<file path="config.mk">
export PLATFORM = sky130hd
export DESIGN_NAME = asc_ctrl
export DESIGN_NICKNAME = d
export VERILOG_FILES = /design/src/hw/asc_pkg.sv /design/src/hw/asc_ctrl.sv
export SDC_FILE = /design/constraint.sdc
export NUM_CORES = 1
export LEC_CHECK = 0
export BUFFER_PORTS_ARGS = -buffer_cell sky130_fd_sc_hd__buf_2
export CAP_MARGIN = 20
export CORE_ASPECT_RATIO = 0.8
export CORE_MARGIN = 2
export CORE_UTILIZATION = 40
export CTS_BUF_LIST = sky130_fd_sc_hd__clkbuf_4 sky130_fd_sc_hd__clkbuf_8
export CTS_CLUSTER_DIAMETER = 60
export DETAILED_ROUTE_END_ITERATION = 6
export HOLD_SLACK_MARGIN = 0.12
export MAX_ROUTING_LAYER = met4
export RECOVER_POWER = 100
export SYNTH_ARGS = -nofsm -noshare
export SYNTH_HDL_FRONTEND = slang
export SYNTH_SLANG_ARGS = --single-unit
</file>
<file path="constraint.sdc">
create_clock -name clk_i -period 2.8 [get_ports clk_i]
set_input_delay 0.42 -clock clk_i [delete_from_list [all_inputs] [get_ports clk_i]]
set_output_delay 0.42 -clock clk_i [all_outputs]
set_load 0.01 [all_outputs]
</file>
<file path="src/hw/asc_pkg.sv">
// package: register map, field positions and timing for the converter control block
`default_nettype none
package asc_pkg;
    // register word addresses on the plain register port
    localparam logic [3:0] ADDR_CTRL1    = 4'h0;
    localparam logic [3:0] ADDR_CTRL2    = 4'h1;
    localparam logic [3:0] ADDR_CTRL3    = 4'h2;
    localparam logic [3:0] ADDR_BUF_BASE = 4'h8;   // 8..15: buffer window, half picked by control three bit 15
    // control register one fields
    localparam int ON_BIT    = 15;
    localparam int IDLE_BIT  = 13;
    localparam int RES_BIT   = 10;
    localparam int FMT_LSB   = 8;
    localparam int TRG_LSB   = 5;
    localparam int SIM_BIT   = 3;
    localparam int AUTO_SAMPLE_START_BIT  = 2;
    localparam int SAMPLE_BIT_BIT  = 1;
    localparam int DONE_BIT  = 0;
    // control register two fields
    localparam int CHP_LSB   = 8;
    localparam int BHS_BIT   = 7;
    localparam int SPI_LSB   = 2;
    localparam int BSM_BIT   = 1;
    localparam int ALT_BIT   = 0;
    // control register three fields
    localparam int SMT_LSB   = 8;
    localparam int DIV_LSB   = 0;
    // writable masks and reset values
    localparam logic [15:0] CTRL1_WMASK = 16'ha7ef;
    localparam logic [15:0] CTRL2_WMASK = 16'he73f;   // bits 12:11 unimplemented
    localparam logic [15:0] CTRL3_WMASK = 16'h9fff;   // bit 15 selects the buffer half that reads see
    localparam logic [15:0] CTRL_RESET  = 16'h0000;
    // trigger source codes
    localparam logic [2:0] TRG_SOFT  = 3'h0;
    localparam logic [2:0] TRG_EXT   = 3'h1;
    localparam logic [2:0] TRG_TMR   = 3'h2;
    localparam logic [2:0] TRG_AUTO  = 3'h7;
    // conversion length in conversion clocks
    localparam int CONV_TAD_10 = 12;
    localparam int CONV_TAD_12 = 14;
    localparam int BUF_WORDS   = 16;

    // sequencer states, gray along idle -> sample -> convert -> store
    typedef enum logic [1:0] {
        ASC_IDLE = 2'b00,
        ASC_SAMPLE_BIT = 2'b01,
        ASC_CONV = 2'b11,
        ASC_STOR = 2'b10
    } asc_state_e;

    // register bus request
    typedef struct packed {
        logic [3:0]  addr;
        logic [15:0] wdata;
        logic        wr;
        logic        rd;
    } asc_bus_s;

    // trigger inputs
    typedef struct packed {
        logic tmr3_match;
        logic ext_irq_zero;
    } asc_trig_s;
endpackage
`default_nettype wire

</file>
<file path="src/hw/asc_ctrl.sv">
// converter sample and conversion control with register port and result buffer
`timescale 1ns/1ps
`default_nettype none

module asc_ctrl
    import asc_pkg::*;
#(
    parameter int RES_W = 12    // raw converter result width
) (
    input  wire logic              clk_i,
    input  wire logic              sys_rst_i,
    input  wire logic              clk_en_i,
    input  wire asc_bus_s          bus_i,
    output logic [15:0]            rdata_o,
    input  wire asc_trig_s         trig_i,
    input  wire logic              cpu_idle_i,
    input  wire logic [RES_W-1:0]  conv_result_i,   // raw result of the current conversion
    output logic                   sampling_o,      // sample-and-hold amplifiers tracking
    output logic [1:0]             channel_o,       // channel being converted
    output logic                   sample_b_o,      // sample B input selections active
    output logic                   conv_irq_o       // one-cycle conversion interrupt pulse
);
    // the formatter only serves a twelve-bit raw result
    if (RES_W != 12) begin : g_res_chk
        $error("asc_ctrl: RES_W must be 12");
    end

    // ----------------------------------------------------------------
    // registers
    // ----------------------------------------------------------------
    logic [15:0]      ctrl1_r, ctrl2_r, ctrl3_r;
    logic [15:0]      buf_r [BUF_WORDS];
    logic [3:0]       wptr_r;
    logic             half_r;
    logic [3:0]       seq_cnt_r;
    logic [7:0]       tad_cnt_r;
    logic [4:0]       smp_cnt_r;
    logic [3:0]       bit_cnt_r;
    logic [1:0]       chan_r;
    logic             alt_r;
    logic             ext_q_r;
    logic             irq_r;
    logic [15:0]      rdata_r;
    asc_state_e       state_r;

    wire logic        run      = ctrl1_r[ON_BIT] & ~(ctrl1_r[IDLE_BIT] & cpu_idle_i);
    wire logic        res12    = ctrl1_r[RES_BIT];
    wire logic [2:0]  trg      = ctrl1_r[TRG_LSB +: 3];
    wire logic        sim_eff  = ctrl1_r[SIM_BIT] & ~res12;
    wire logic [1:0]  chp_eff  = res12 ? 2'h0 : ctrl2_r[CHP_LSB +: 2];
    wire logic [1:0]  last_ch  = chp_eff[1] ? 2'h3 : {1'b0, chp_eff[0]};
    wire logic        tad_tick = run && (tad_cnt_r == ctrl3_r[DIV_LSB +: 8]);
    wire logic        ext_edge = trig_i.ext_irq_zero & ~ext_q_r;
    wire logic        sw_wr1   = bus_i.wr && bus_i.addr == ADDR_CTRL1;

    // result formatting: zero extension or inverted-msb sign fill
    function automatic logic [15:0] fmt_result(input logic [11:0] d, input logic r12, input logic [1:0] f);
        logic [15:0] o;
        o = 16'h0000;
        if (r12) begin
            o = {4'h0, d};
            if (f == 2'h1) o[15:12] = {4{~d[11]}};
        end else begin
            o = {6'h00, d[9:0]};
            if (f == 2'h1) o[15:10] = {6{~d[9]}};
        end
        return o;
    endfunction

    // sampling end condition for the chosen trigger source
    logic sample_bit_end;
    always_comb begin
        unique case (trg)
            TRG_EXT:  sample_bit_end = ext_edge;
            TRG_TMR:  sample_bit_end = trig_i.tmr3_match;
            TRG_AUTO: sample_bit_end = tad_tick && smp_cnt_r == ctrl3_r[SMT_LSB +: 5];
            TRG_SOFT: sample_bit_end = sw_wr1 && !bus_i.wdata[SAMPLE_BIT_BIT];
            default:  sample_bit_end = 1'b0;                                                // reserved codes
        endcase
    end

    wire logic conv_len_done = tad_tick && bit_cnt_r == 4'(res12 ? CONV_TAD_12 - 1 : CONV_TAD_10 - 1);
    wire logic seq_last      = chan_r == last_ch;
    wire logic start_conv    = state_r == ASC_SAMPLE_BIT && sample_bit_end;

    // ----------------------------------------------------------------
    // conversion clock divider
    // ----------------------------------------------------------------
    always_ff @(posedge clk_i) begin
        if (sys_rst_i) tad_cnt_r <= 8'h00;
        // restart at each conversion so it lasts whole conversion clocks
        else if (clk_en_i) tad_cnt_r <= tad_tick || !run || start_conv || (state_r == ASC_STOR && !seq_last)
                                        ? 8'h00 : tad_cnt_r + 8'h01;
    end

    // ----------------------------------------------------------------
    // sequencer: sample, convert each channel, store
    // ----------------------------------------------------------------
    always_ff @(posedge clk_i) begin
        if (sys_rst_i) begin
            state_r   <= ASC_IDLE;
            smp_cnt_r <= 5'h00;
            bit_cnt_r <= 4'h0;
            chan_r    <= 2'h0;
            ext_q_r   <= 1'b0;
        end else if (clk_en_i) begin
            ext_q_r <= trig_i.ext_irq_zero;
            if (!run) begin
                state_r <= ASC_IDLE;
                chan_r  <= 2'h0;
            end else begin
                unique case (state_r)
                    ASC_IDLE: begin
                        smp_cnt_r <= 5'h00;
                        if (ctrl1_r[SAMPLE_BIT_BIT]) state_r <= ASC_SAMPLE_BIT;
                    end
                    ASC_SAMPLE_BIT: begin
                        if (tad_tick) smp_cnt_r <= smp_cnt_r + 5'h01;
                        if (!ctrl1_r[SAMPLE_BIT_BIT] && trg != TRG_SOFT) state_r <= ASC_IDLE;
                        else if (sample_bit_end) begin
                            state_r   <= ASC_CONV;
                            chan_r    <= 2'h0;
                            bit_cnt_r <= 4'h0;
                        end
                    end
                    ASC_CONV: begin
                        if (tad_tick) bit_cnt_r <= bit_cnt_r + 4'h1;
                        if (conv_len_done) state_r <= ASC_STOR;
                    end
                    ASC_STOR: begin
                        // held channels convert one after another either way
                        if (!seq_last) begin
                            chan_r    <= chan_r + 2'h1;
                            bit_cnt_r <= 4'h0;
                            state_r   <= ASC_CONV;
                        end else begin
                            smp_cnt_r <= 5'h00;
                            chan_r    <= 2'h0;
                            state_r   <= ctrl1_r[AUTO_SAMPLE_START_BIT] ? ASC_SAMPLE_BIT : ASC_IDLE;
                        end
                    end
                endcase
            end
        end
    end

    // ----------------------------------------------------------------
    // control registers and hardware-owned bits
    // ----------------------------------------------------------------
    always_ff @(posedge clk_i) begin
        if (sys_rst_i) begin
            ctrl1_r <= CTRL_RESET;
            ctrl2_r <= CTRL_RESET;
            ctrl3_r <= CTRL_RESET;
        end else if (clk_en_i) begin
            if (sw_wr1) begin
                // software writes may only clear done, never set it
                ctrl1_r <= (bus_i.wdata & CTRL1_WMASK) | (ctrl1_r & ~CTRL1_WMASK);
                ctrl1_r[DONE_BIT] <= ctrl1_r[DONE_BIT] & bus_i.wdata[DONE_BIT];
            end
            if (bus_i.wr && bus_i.addr == ADDR_CTRL2) ctrl2_r <= bus_i.wdata & CTRL2_WMASK;
            if (bus_i.wr && bus_i.addr == ADDR_CTRL3) ctrl3_r <= bus_i.wdata & CTRL3_WMASK;
            // hardware events override the software write in the same cycle
            if (start_conv) begin
                ctrl1_r[SAMPLE_BIT_BIT] <= 1'b0;
                ctrl1_r[DONE_BIT] <= 1'b0;
            end
            if (run && state_r == ASC_STOR && seq_last) begin
                ctrl1_r[DONE_BIT] <= 1'b1;
                if (ctrl1_r[AUTO_SAMPLE_START_BIT]) ctrl1_r[SAMPLE_BIT_BIT] <= 1'b1;
            end
        end
    end

    // ----------------------------------------------------------------
    // result buffer, split halves and interrupt pacing
    // ----------------------------------------------------------------
    wire logic store = run && state_r == ASC_STOR;
    wire logic seq_done = store && seq_last;
    wire logic irq_hit = seq_done && seq_cnt_r == ctrl2_r[SPI_LSB +: 4];
    always_ff @(posedge clk_i) begin
        if (sys_rst_i) begin
            wptr_r    <= 4'h0;
            half_r    <= 1'b0;
            seq_cnt_r <= 4'h0;
            alt_r     <= 1'b0;
            irq_r     <= 1'b0;
        end else if (clk_en_i) begin
            irq_r <= irq_hit;
            if (store) begin
                buf_r[wptr_r] <= fmt_result(conv_result_i, res12, ctrl1_r[FMT_LSB +: 2]);
                wptr_r        <= wptr_r + 4'h1;
            end
            if (seq_done) begin
                seq_cnt_r <= irq_hit ? 4'h0 : seq_cnt_r + 4'h1;
                alt_r     <= ctrl2_r[ALT_BIT] & ~alt_r;
            end
            if (irq_hit) begin
                half_r <= ctrl2_r[BSM_BIT] & ~half_r;
                wptr_r <= (ctrl2_r[BSM_BIT] & ~half_r) ? 4'h8 : 4'h0;
            end
        end
    end

    // ----------------------------------------------------------------
    // register read port, data one cycle after the read strobe
    // ----------------------------------------------------------------
    always_ff @(posedge clk_i) begin
        if (sys_rst_i) rdata_r <= 16'h0000;
        else if (clk_en_i && bus_i.rd) begin
            unique case (1'b1)
                bus_i.addr == ADDR_CTRL1: begin
                    rdata_r <= ctrl1_r;
                    rdata_r[SIM_BIT] <= sim_eff;
                end
                bus_i.addr == ADDR_CTRL2: begin
                    rdata_r <= ctrl2_r;
                    rdata_r[CHP_LSB +: 2] <= chp_eff;
                    rdata_r[BHS_BIT] <= half_r;
                end
                bus_i.addr == ADDR_CTRL3: rdata_r <= ctrl3_r;
                bus_i.addr >= ADDR_BUF_BASE: rdata_r <= buf_r[{1'b0, bus_i.addr[2:0]} | (ctrl3_r[15] ? 4'h8 : 4'h0)];
                default: rdata_r <= 16'h0000;
            endcase
        end
    end

    assign rdata_o    = rdata_r;
    assign sampling_o = state_r == ASC_SAMPLE_BIT;
    assign channel_o  = chan_r;
    assign sample_b_o = alt_r;
    assign conv_irq_o = irq_r;

    // ----------------------------------------------------------------
    // assertions
    // ----------------------------------------------------------------
    a_done_start_clr: assert property (@(posedge clk_i) disable iff (sys_rst_i)
        clk_en_i && start_conv |=> !ctrl1_r[DONE_BIT]) else $error("done not cleared at start");
    a_done_set_end: assert property (@(posedge clk_i) disable iff (sys_rst_i)
        clk_en_i && seq_done |=> ctrl1_r[DONE_BIT]) else $error("done not set on completion");
    a_sample_bit_hw_clear: assert property (@(posedge clk_i) disable iff (sys_rst_i)
        clk_en_i && start_conv && trg != TRG_SOFT |=> !ctrl1_r[SAMPLE_BIT_BIT]) else $error("sample bit kept");
    a_off_idle: assert property (@(posedge clk_i) disable iff (sys_rst_i)
        clk_en_i && !ctrl1_r[ON_BIT] |=> state_r == ASC_IDLE) else $error("running while off");
    a_idle_stop: assert property (@(posedge clk_i) disable iff (sys_rst_i)
        clk_en_i && ctrl1_r[IDLE_BIT] && cpu_idle_i |=> state_r == ASC_IDLE) else $error("ran in idle");
    a_sim_reads_zero: assert property (@(posedge clk_i) disable iff (sys_rst_i)
        clk_en_i && bus_i.rd && bus_i.addr == ADDR_CTRL1 && res12 |=> !rdata_o[SIM_BIT]) else $error("sim bit read");
    a_one_chan_12b: assert property (@(posedge clk_i) disable iff (sys_rst_i)
        res12 |-> chan_r == 2'h0) else $error("extra channel in 12-bit");
    a_auto_restart: assert property (@(posedge clk_i) disable iff (sys_rst_i)
        clk_en_i && seq_done && ctrl1_r[AUTO_SAMPLE_START_BIT] |=> state_r == ASC_SAMPLE_BIT && ctrl1_r[SAMPLE_BIT_BIT]) else $error("no restart");
    a_irq_pulse: assert property (@(posedge clk_i) disable iff (sys_rst_i)
        clk_en_i && irq_r |=> !irq_r) else $error("interrupt held");
    c_auto_seq: cover property (@(posedge clk_i) seq_done && ctrl1_r[AUTO_SAMPLE_START_BIT]);
    c_split_half: cover property (@(posedge clk_i) irq_hit && half_r);
    c_four_chan: cover property (@(posedge clk_i) store && chan_r == 2'h3);
endmodule
`default_nettype wire

</file>
==> summary.md <==
| Metric | Value |
|---|---|
| Reg-to-reg slack, setup | `0.24 ns` |
| Final nets | `1050` |
| Final Core Density | `47.1%` |
| Post-synthesis async set-or-reset flop share | `0%` |
| Fillers | `2761` |
| WP data required | `~3 ns` |
| Setup TNS | `0 ns` |
| Final setup margin | `0.242 ns` |
| Worst Hold End | `ctrl2_r[8]` |
| Share of layout cells above drive strength 1 | `around 20%` |
| Crit path arrival time | `roughly 2.8 ns` |
| WL final | `a little over 30000 um` |
| First-pass GRT wire length | `47000 um` |
| DP Worst Slack | `about 0.20 ns` |
| Die area | `between 30000 and 40000 um2` |
| Area grow syn2layout | `16.0%` |
| Failing checks | `design-rule violations` |
| Via count | `7970` |
| Post-synth top flop | `edfxtp_1` |
| Reg-to-reg endpoint | `buf_r[7][4]` |
| Num CTS Buffers | `48` |
| Vias/cell | `5.48` |
| Final setup viols | `0` |
| Crit. End Element | `flip-flop` |
| Placer Congestion | `around 0.9` |
| CTS max path bufs | `3` |
| FF+latch count, synth | `~300` |
| Critical-path cell list | `nand2b_1 -> nor3_2 -> nand2_1 -> nor2_1 -> clkbuf_2` |
| Buffers on Ports | `60` |
| Reg2reg start | `state_r[1]` |
| Max-cap check violation count | `0` |
| Skew-Pair Late Insertion Delay | `0.57 ns` |
| Synth Instances | `880` |
| Seq/Total Area, Yosys | `64.7%` |
| Number of global-route vias before repair | `between 7000 and 8000` |
| Highest cell delay on the worst timing path | `0.56 ns` |
| Hold Slack | `0.132 ns` |
| Initial DRC Count | `656` |
| Yosys warns | `0` |
| Final period util | `91.4%` |
| Sink Count | `295` |
| DRC | `1` |
| RSZ-0062 raised after global routing | `no` |
| Worst-margin pin slew | `around 1.2 ns` |
| Pin count of the biggest net entering global routing | `80` |
| WHS Path Cells | `3` |
| Leakage | `approximately 4.6 nW` |
| TritonRoute pass-1 iters | `7` |
| Slew headroom | `18.1%` |
| VDD IR-drop max | `0.284 mV` |
| Worst Skew | `around 0.019 ns` |
| Post-Syn Nets | `928` |
| Clock transition at the registers of the reported paths | `0.06 ns` |
| Status | `complete, but fails checks` |
| GR Overflow Total | `0` |
| Startpoint types | `flip-flop` |
| Crit path max fanout | `13` |
| Slew Limit Fails | `0` |
| Yosys cell types | `66` |
| Min cycle time layout | `2.56 ns` |
| Cell Pwr Density | `roughly 640 nW/um2` |
| Core ar. | `30400 um2` |
| Routed len/inst | `21.3 um` |
| Die Wd | `200 um` |
| CTS root buffer | `clkbuf_8` |
| R2R cell count | `5` |
| FP Rows | `57` |
| Total power | `9.10 mW` |
| Synth Area per Inst | `14.0 um2` |
| Synthesized area | `12300 um2` |
| CTS H-tree depth | `2` |
| Max Freq | `between 300 and 400 MHz` |
| Initial core utilization | `40.6%` |
| Routed Antenna Nets | `0` |
| Slowest-stage cell, CP | `nor3_2` |
| Die Y | `161 um` |
| Ports | `61` |
| HPWL after DPL | `20200 um` |
| Worst min path class | `in -> reg` |
| Antenna violations before repair | `0` |
| Post-synth EDFFs | `208` |
| Final Hold Fails | `0` |
| Hold Startpoint | `bus_i[10]` |
| CTS tree | `built` |
| CP Class | `reg -> reg` |
| GRT Overall Usage | `19.7%` |
| Ant diodes | `0` |
per-stage QoR:
stage	cell area (um2)	std cells
5_1_grt	14300	1454
6_report	14300	1454
3_3_place_gp	13400	1355
3_5_place_dp	13400	1355
2_1_floorplan	12300	880
4_1_cts	14500	1454
worst max-delay path, delay by kind of cell (launching register included):
family | cells | cell delay [ns]
flops | 1 | 0.50
buf+inv | 1 | 0.47
simple gates | 4 | 1.20
cells in the final DEF, fill, tap and decap left out, types with 8 or more instances in the layout:
cell type / synthesis / routed
xnor2_1: 14 / 14
mux4_2: 65 / 65
dlygate4sd3_1: 0 / 10
dfxtp_1: 87 / 87
clkbuf_8: 0 / 54
o21ai_0: 20 / 21
buf_4: 1 / 14
nand3_1: 19 / 20
clkbuf_4: 0 / 12
inv_1: 9 / 9
clkbuf_2: 0 / 17
edfxtp_1: 208 / 208
ha_1: 8 / 8
buf_2: 12 / 27
clkinv_1: 0 / 14
a311oi_1: 9 / 9
a21oi_1: 75 / 75
nand2_1: 134 / 134
nor3_1: 12 / 12
a222oi_1: 9 / 9
clkbuf_1: 27 / 49
nor2_1: 53 / 53
flip-flops by register name, summed over array words and instances, names as in the netlist:
| signal | count |
|---|---|
| tad_cnt_r | 8 |
| ctrl1_r | 12 |
| ext_q_r | 1 |
| conv_irq_o | 1 |
| seq_cnt_r | 4 |
| sample_b_o | 1 |
| channel_o | 2 |
| wptr_r | 4 |
| smp_cnt_r | 5 |
| state_r | 2 |
| bit_cnt_r | 4 |
| ctrl2_r | 12 |
| buf_r | 208 |
| half_r | 1 |
| rdata_o | 16 |
| ctrl3_r | 14 |
power by group:
group | switching, mW | internal, mW
Clock | 1.74 | 2.31
Sequential | 0.0124 | 4.66
Combinational | 0.222 | 0.157
Total | 1.97 | 7.13
cells by family (layout without fill, tap and decap cells):
family	Yosys count	count (layout)	synth area share [%]
AOI/OAI and AO/OA	153	153	8.05
xor gates and xnor gates	21	21	1.49
adders and majority gates	8	8	0.811
buffers and inverters	57	218	2.01
DFF	295	295	64.7
muxes	71	71	12.4
and+or+nand+nor	275	275	10.6
worst max path at each step:
stage                        end        from  slack (ns)
floorplan           buf_r[11][0]    clk_en_i        0.47
global placement      rdata_o[4]   bus_i[18]        0.23
detailed placement    rdata_o[4]   bus_i[18]        0.20
CTS                 buf_r[11][7]  state_r[1]        0.44
global route        buf_r[3][14]  state_r[1]        0.15
finish               buf_r[7][4]  state_r[1]        0.24
layer usage:
metal  vias to the layer above  track usage, %  routed length (um)
met5                         -               -                   0
met4                         0            6.13                 690
met3                        47            3.21                2030
met2                       294            28.6               13800
met1                      3980            28.6               14400
li1                       3649               -                   -
Yosys cell counts (all sizes together), types with 4 or more instances:
library cell  instances  share of area (%)
and3                  6               0.30
a311oi                9               0.64
mux4                 65                 12
nand4                 6               0.30
mux2i                 5               0.41
clkbuf               27               0.82
a221oi                4               0.33
nor3                 13               0.57
nor4b                 5               0.46
xor2                  7               0.50
nor3b                 5               0.30
nor2b                 6               0.30
a222oi                9               0.73
xnor2                14               0.99
inv                   9               0.27
nand3b                7               0.43
nor2                 54                1.7
or3                   6               0.30
nand3                20               0.85
nand2               134                4.1
dfxtp                87                 14
o21ai                21               0.85
o31ai                 6               0.36
ha                    8               0.81
buf                  21               0.91
a21oi                75                3.0
edfxtp              208                 51
a22oi                 4               0.24
final cells by class:
cell class | instances | area (um2) | share of cell area [%]
Sequential cell | 295 | 7990 | 55.8
Multi-Input combinational cell | 528 | 4070 | 28.4
Clock buffer | 66 | 833 | 5.82
Timing Repair Buffer | 120 | 669 | 4.67
Tap cell | 413 | 517 | 3.61
Clock inverter | 23 | 210 | 1.47
Inverter | 9 | 33.8 | 0.236
repair_timing:
item | 4_1_cts | 5_1_grt
buffers inserted | 0 | 0
gates resized for setup | 0 | 0
hold buffers | 10 | 0
endpoints found under the hold margin | 13 | 0
(Power assumes the default switching activity.)
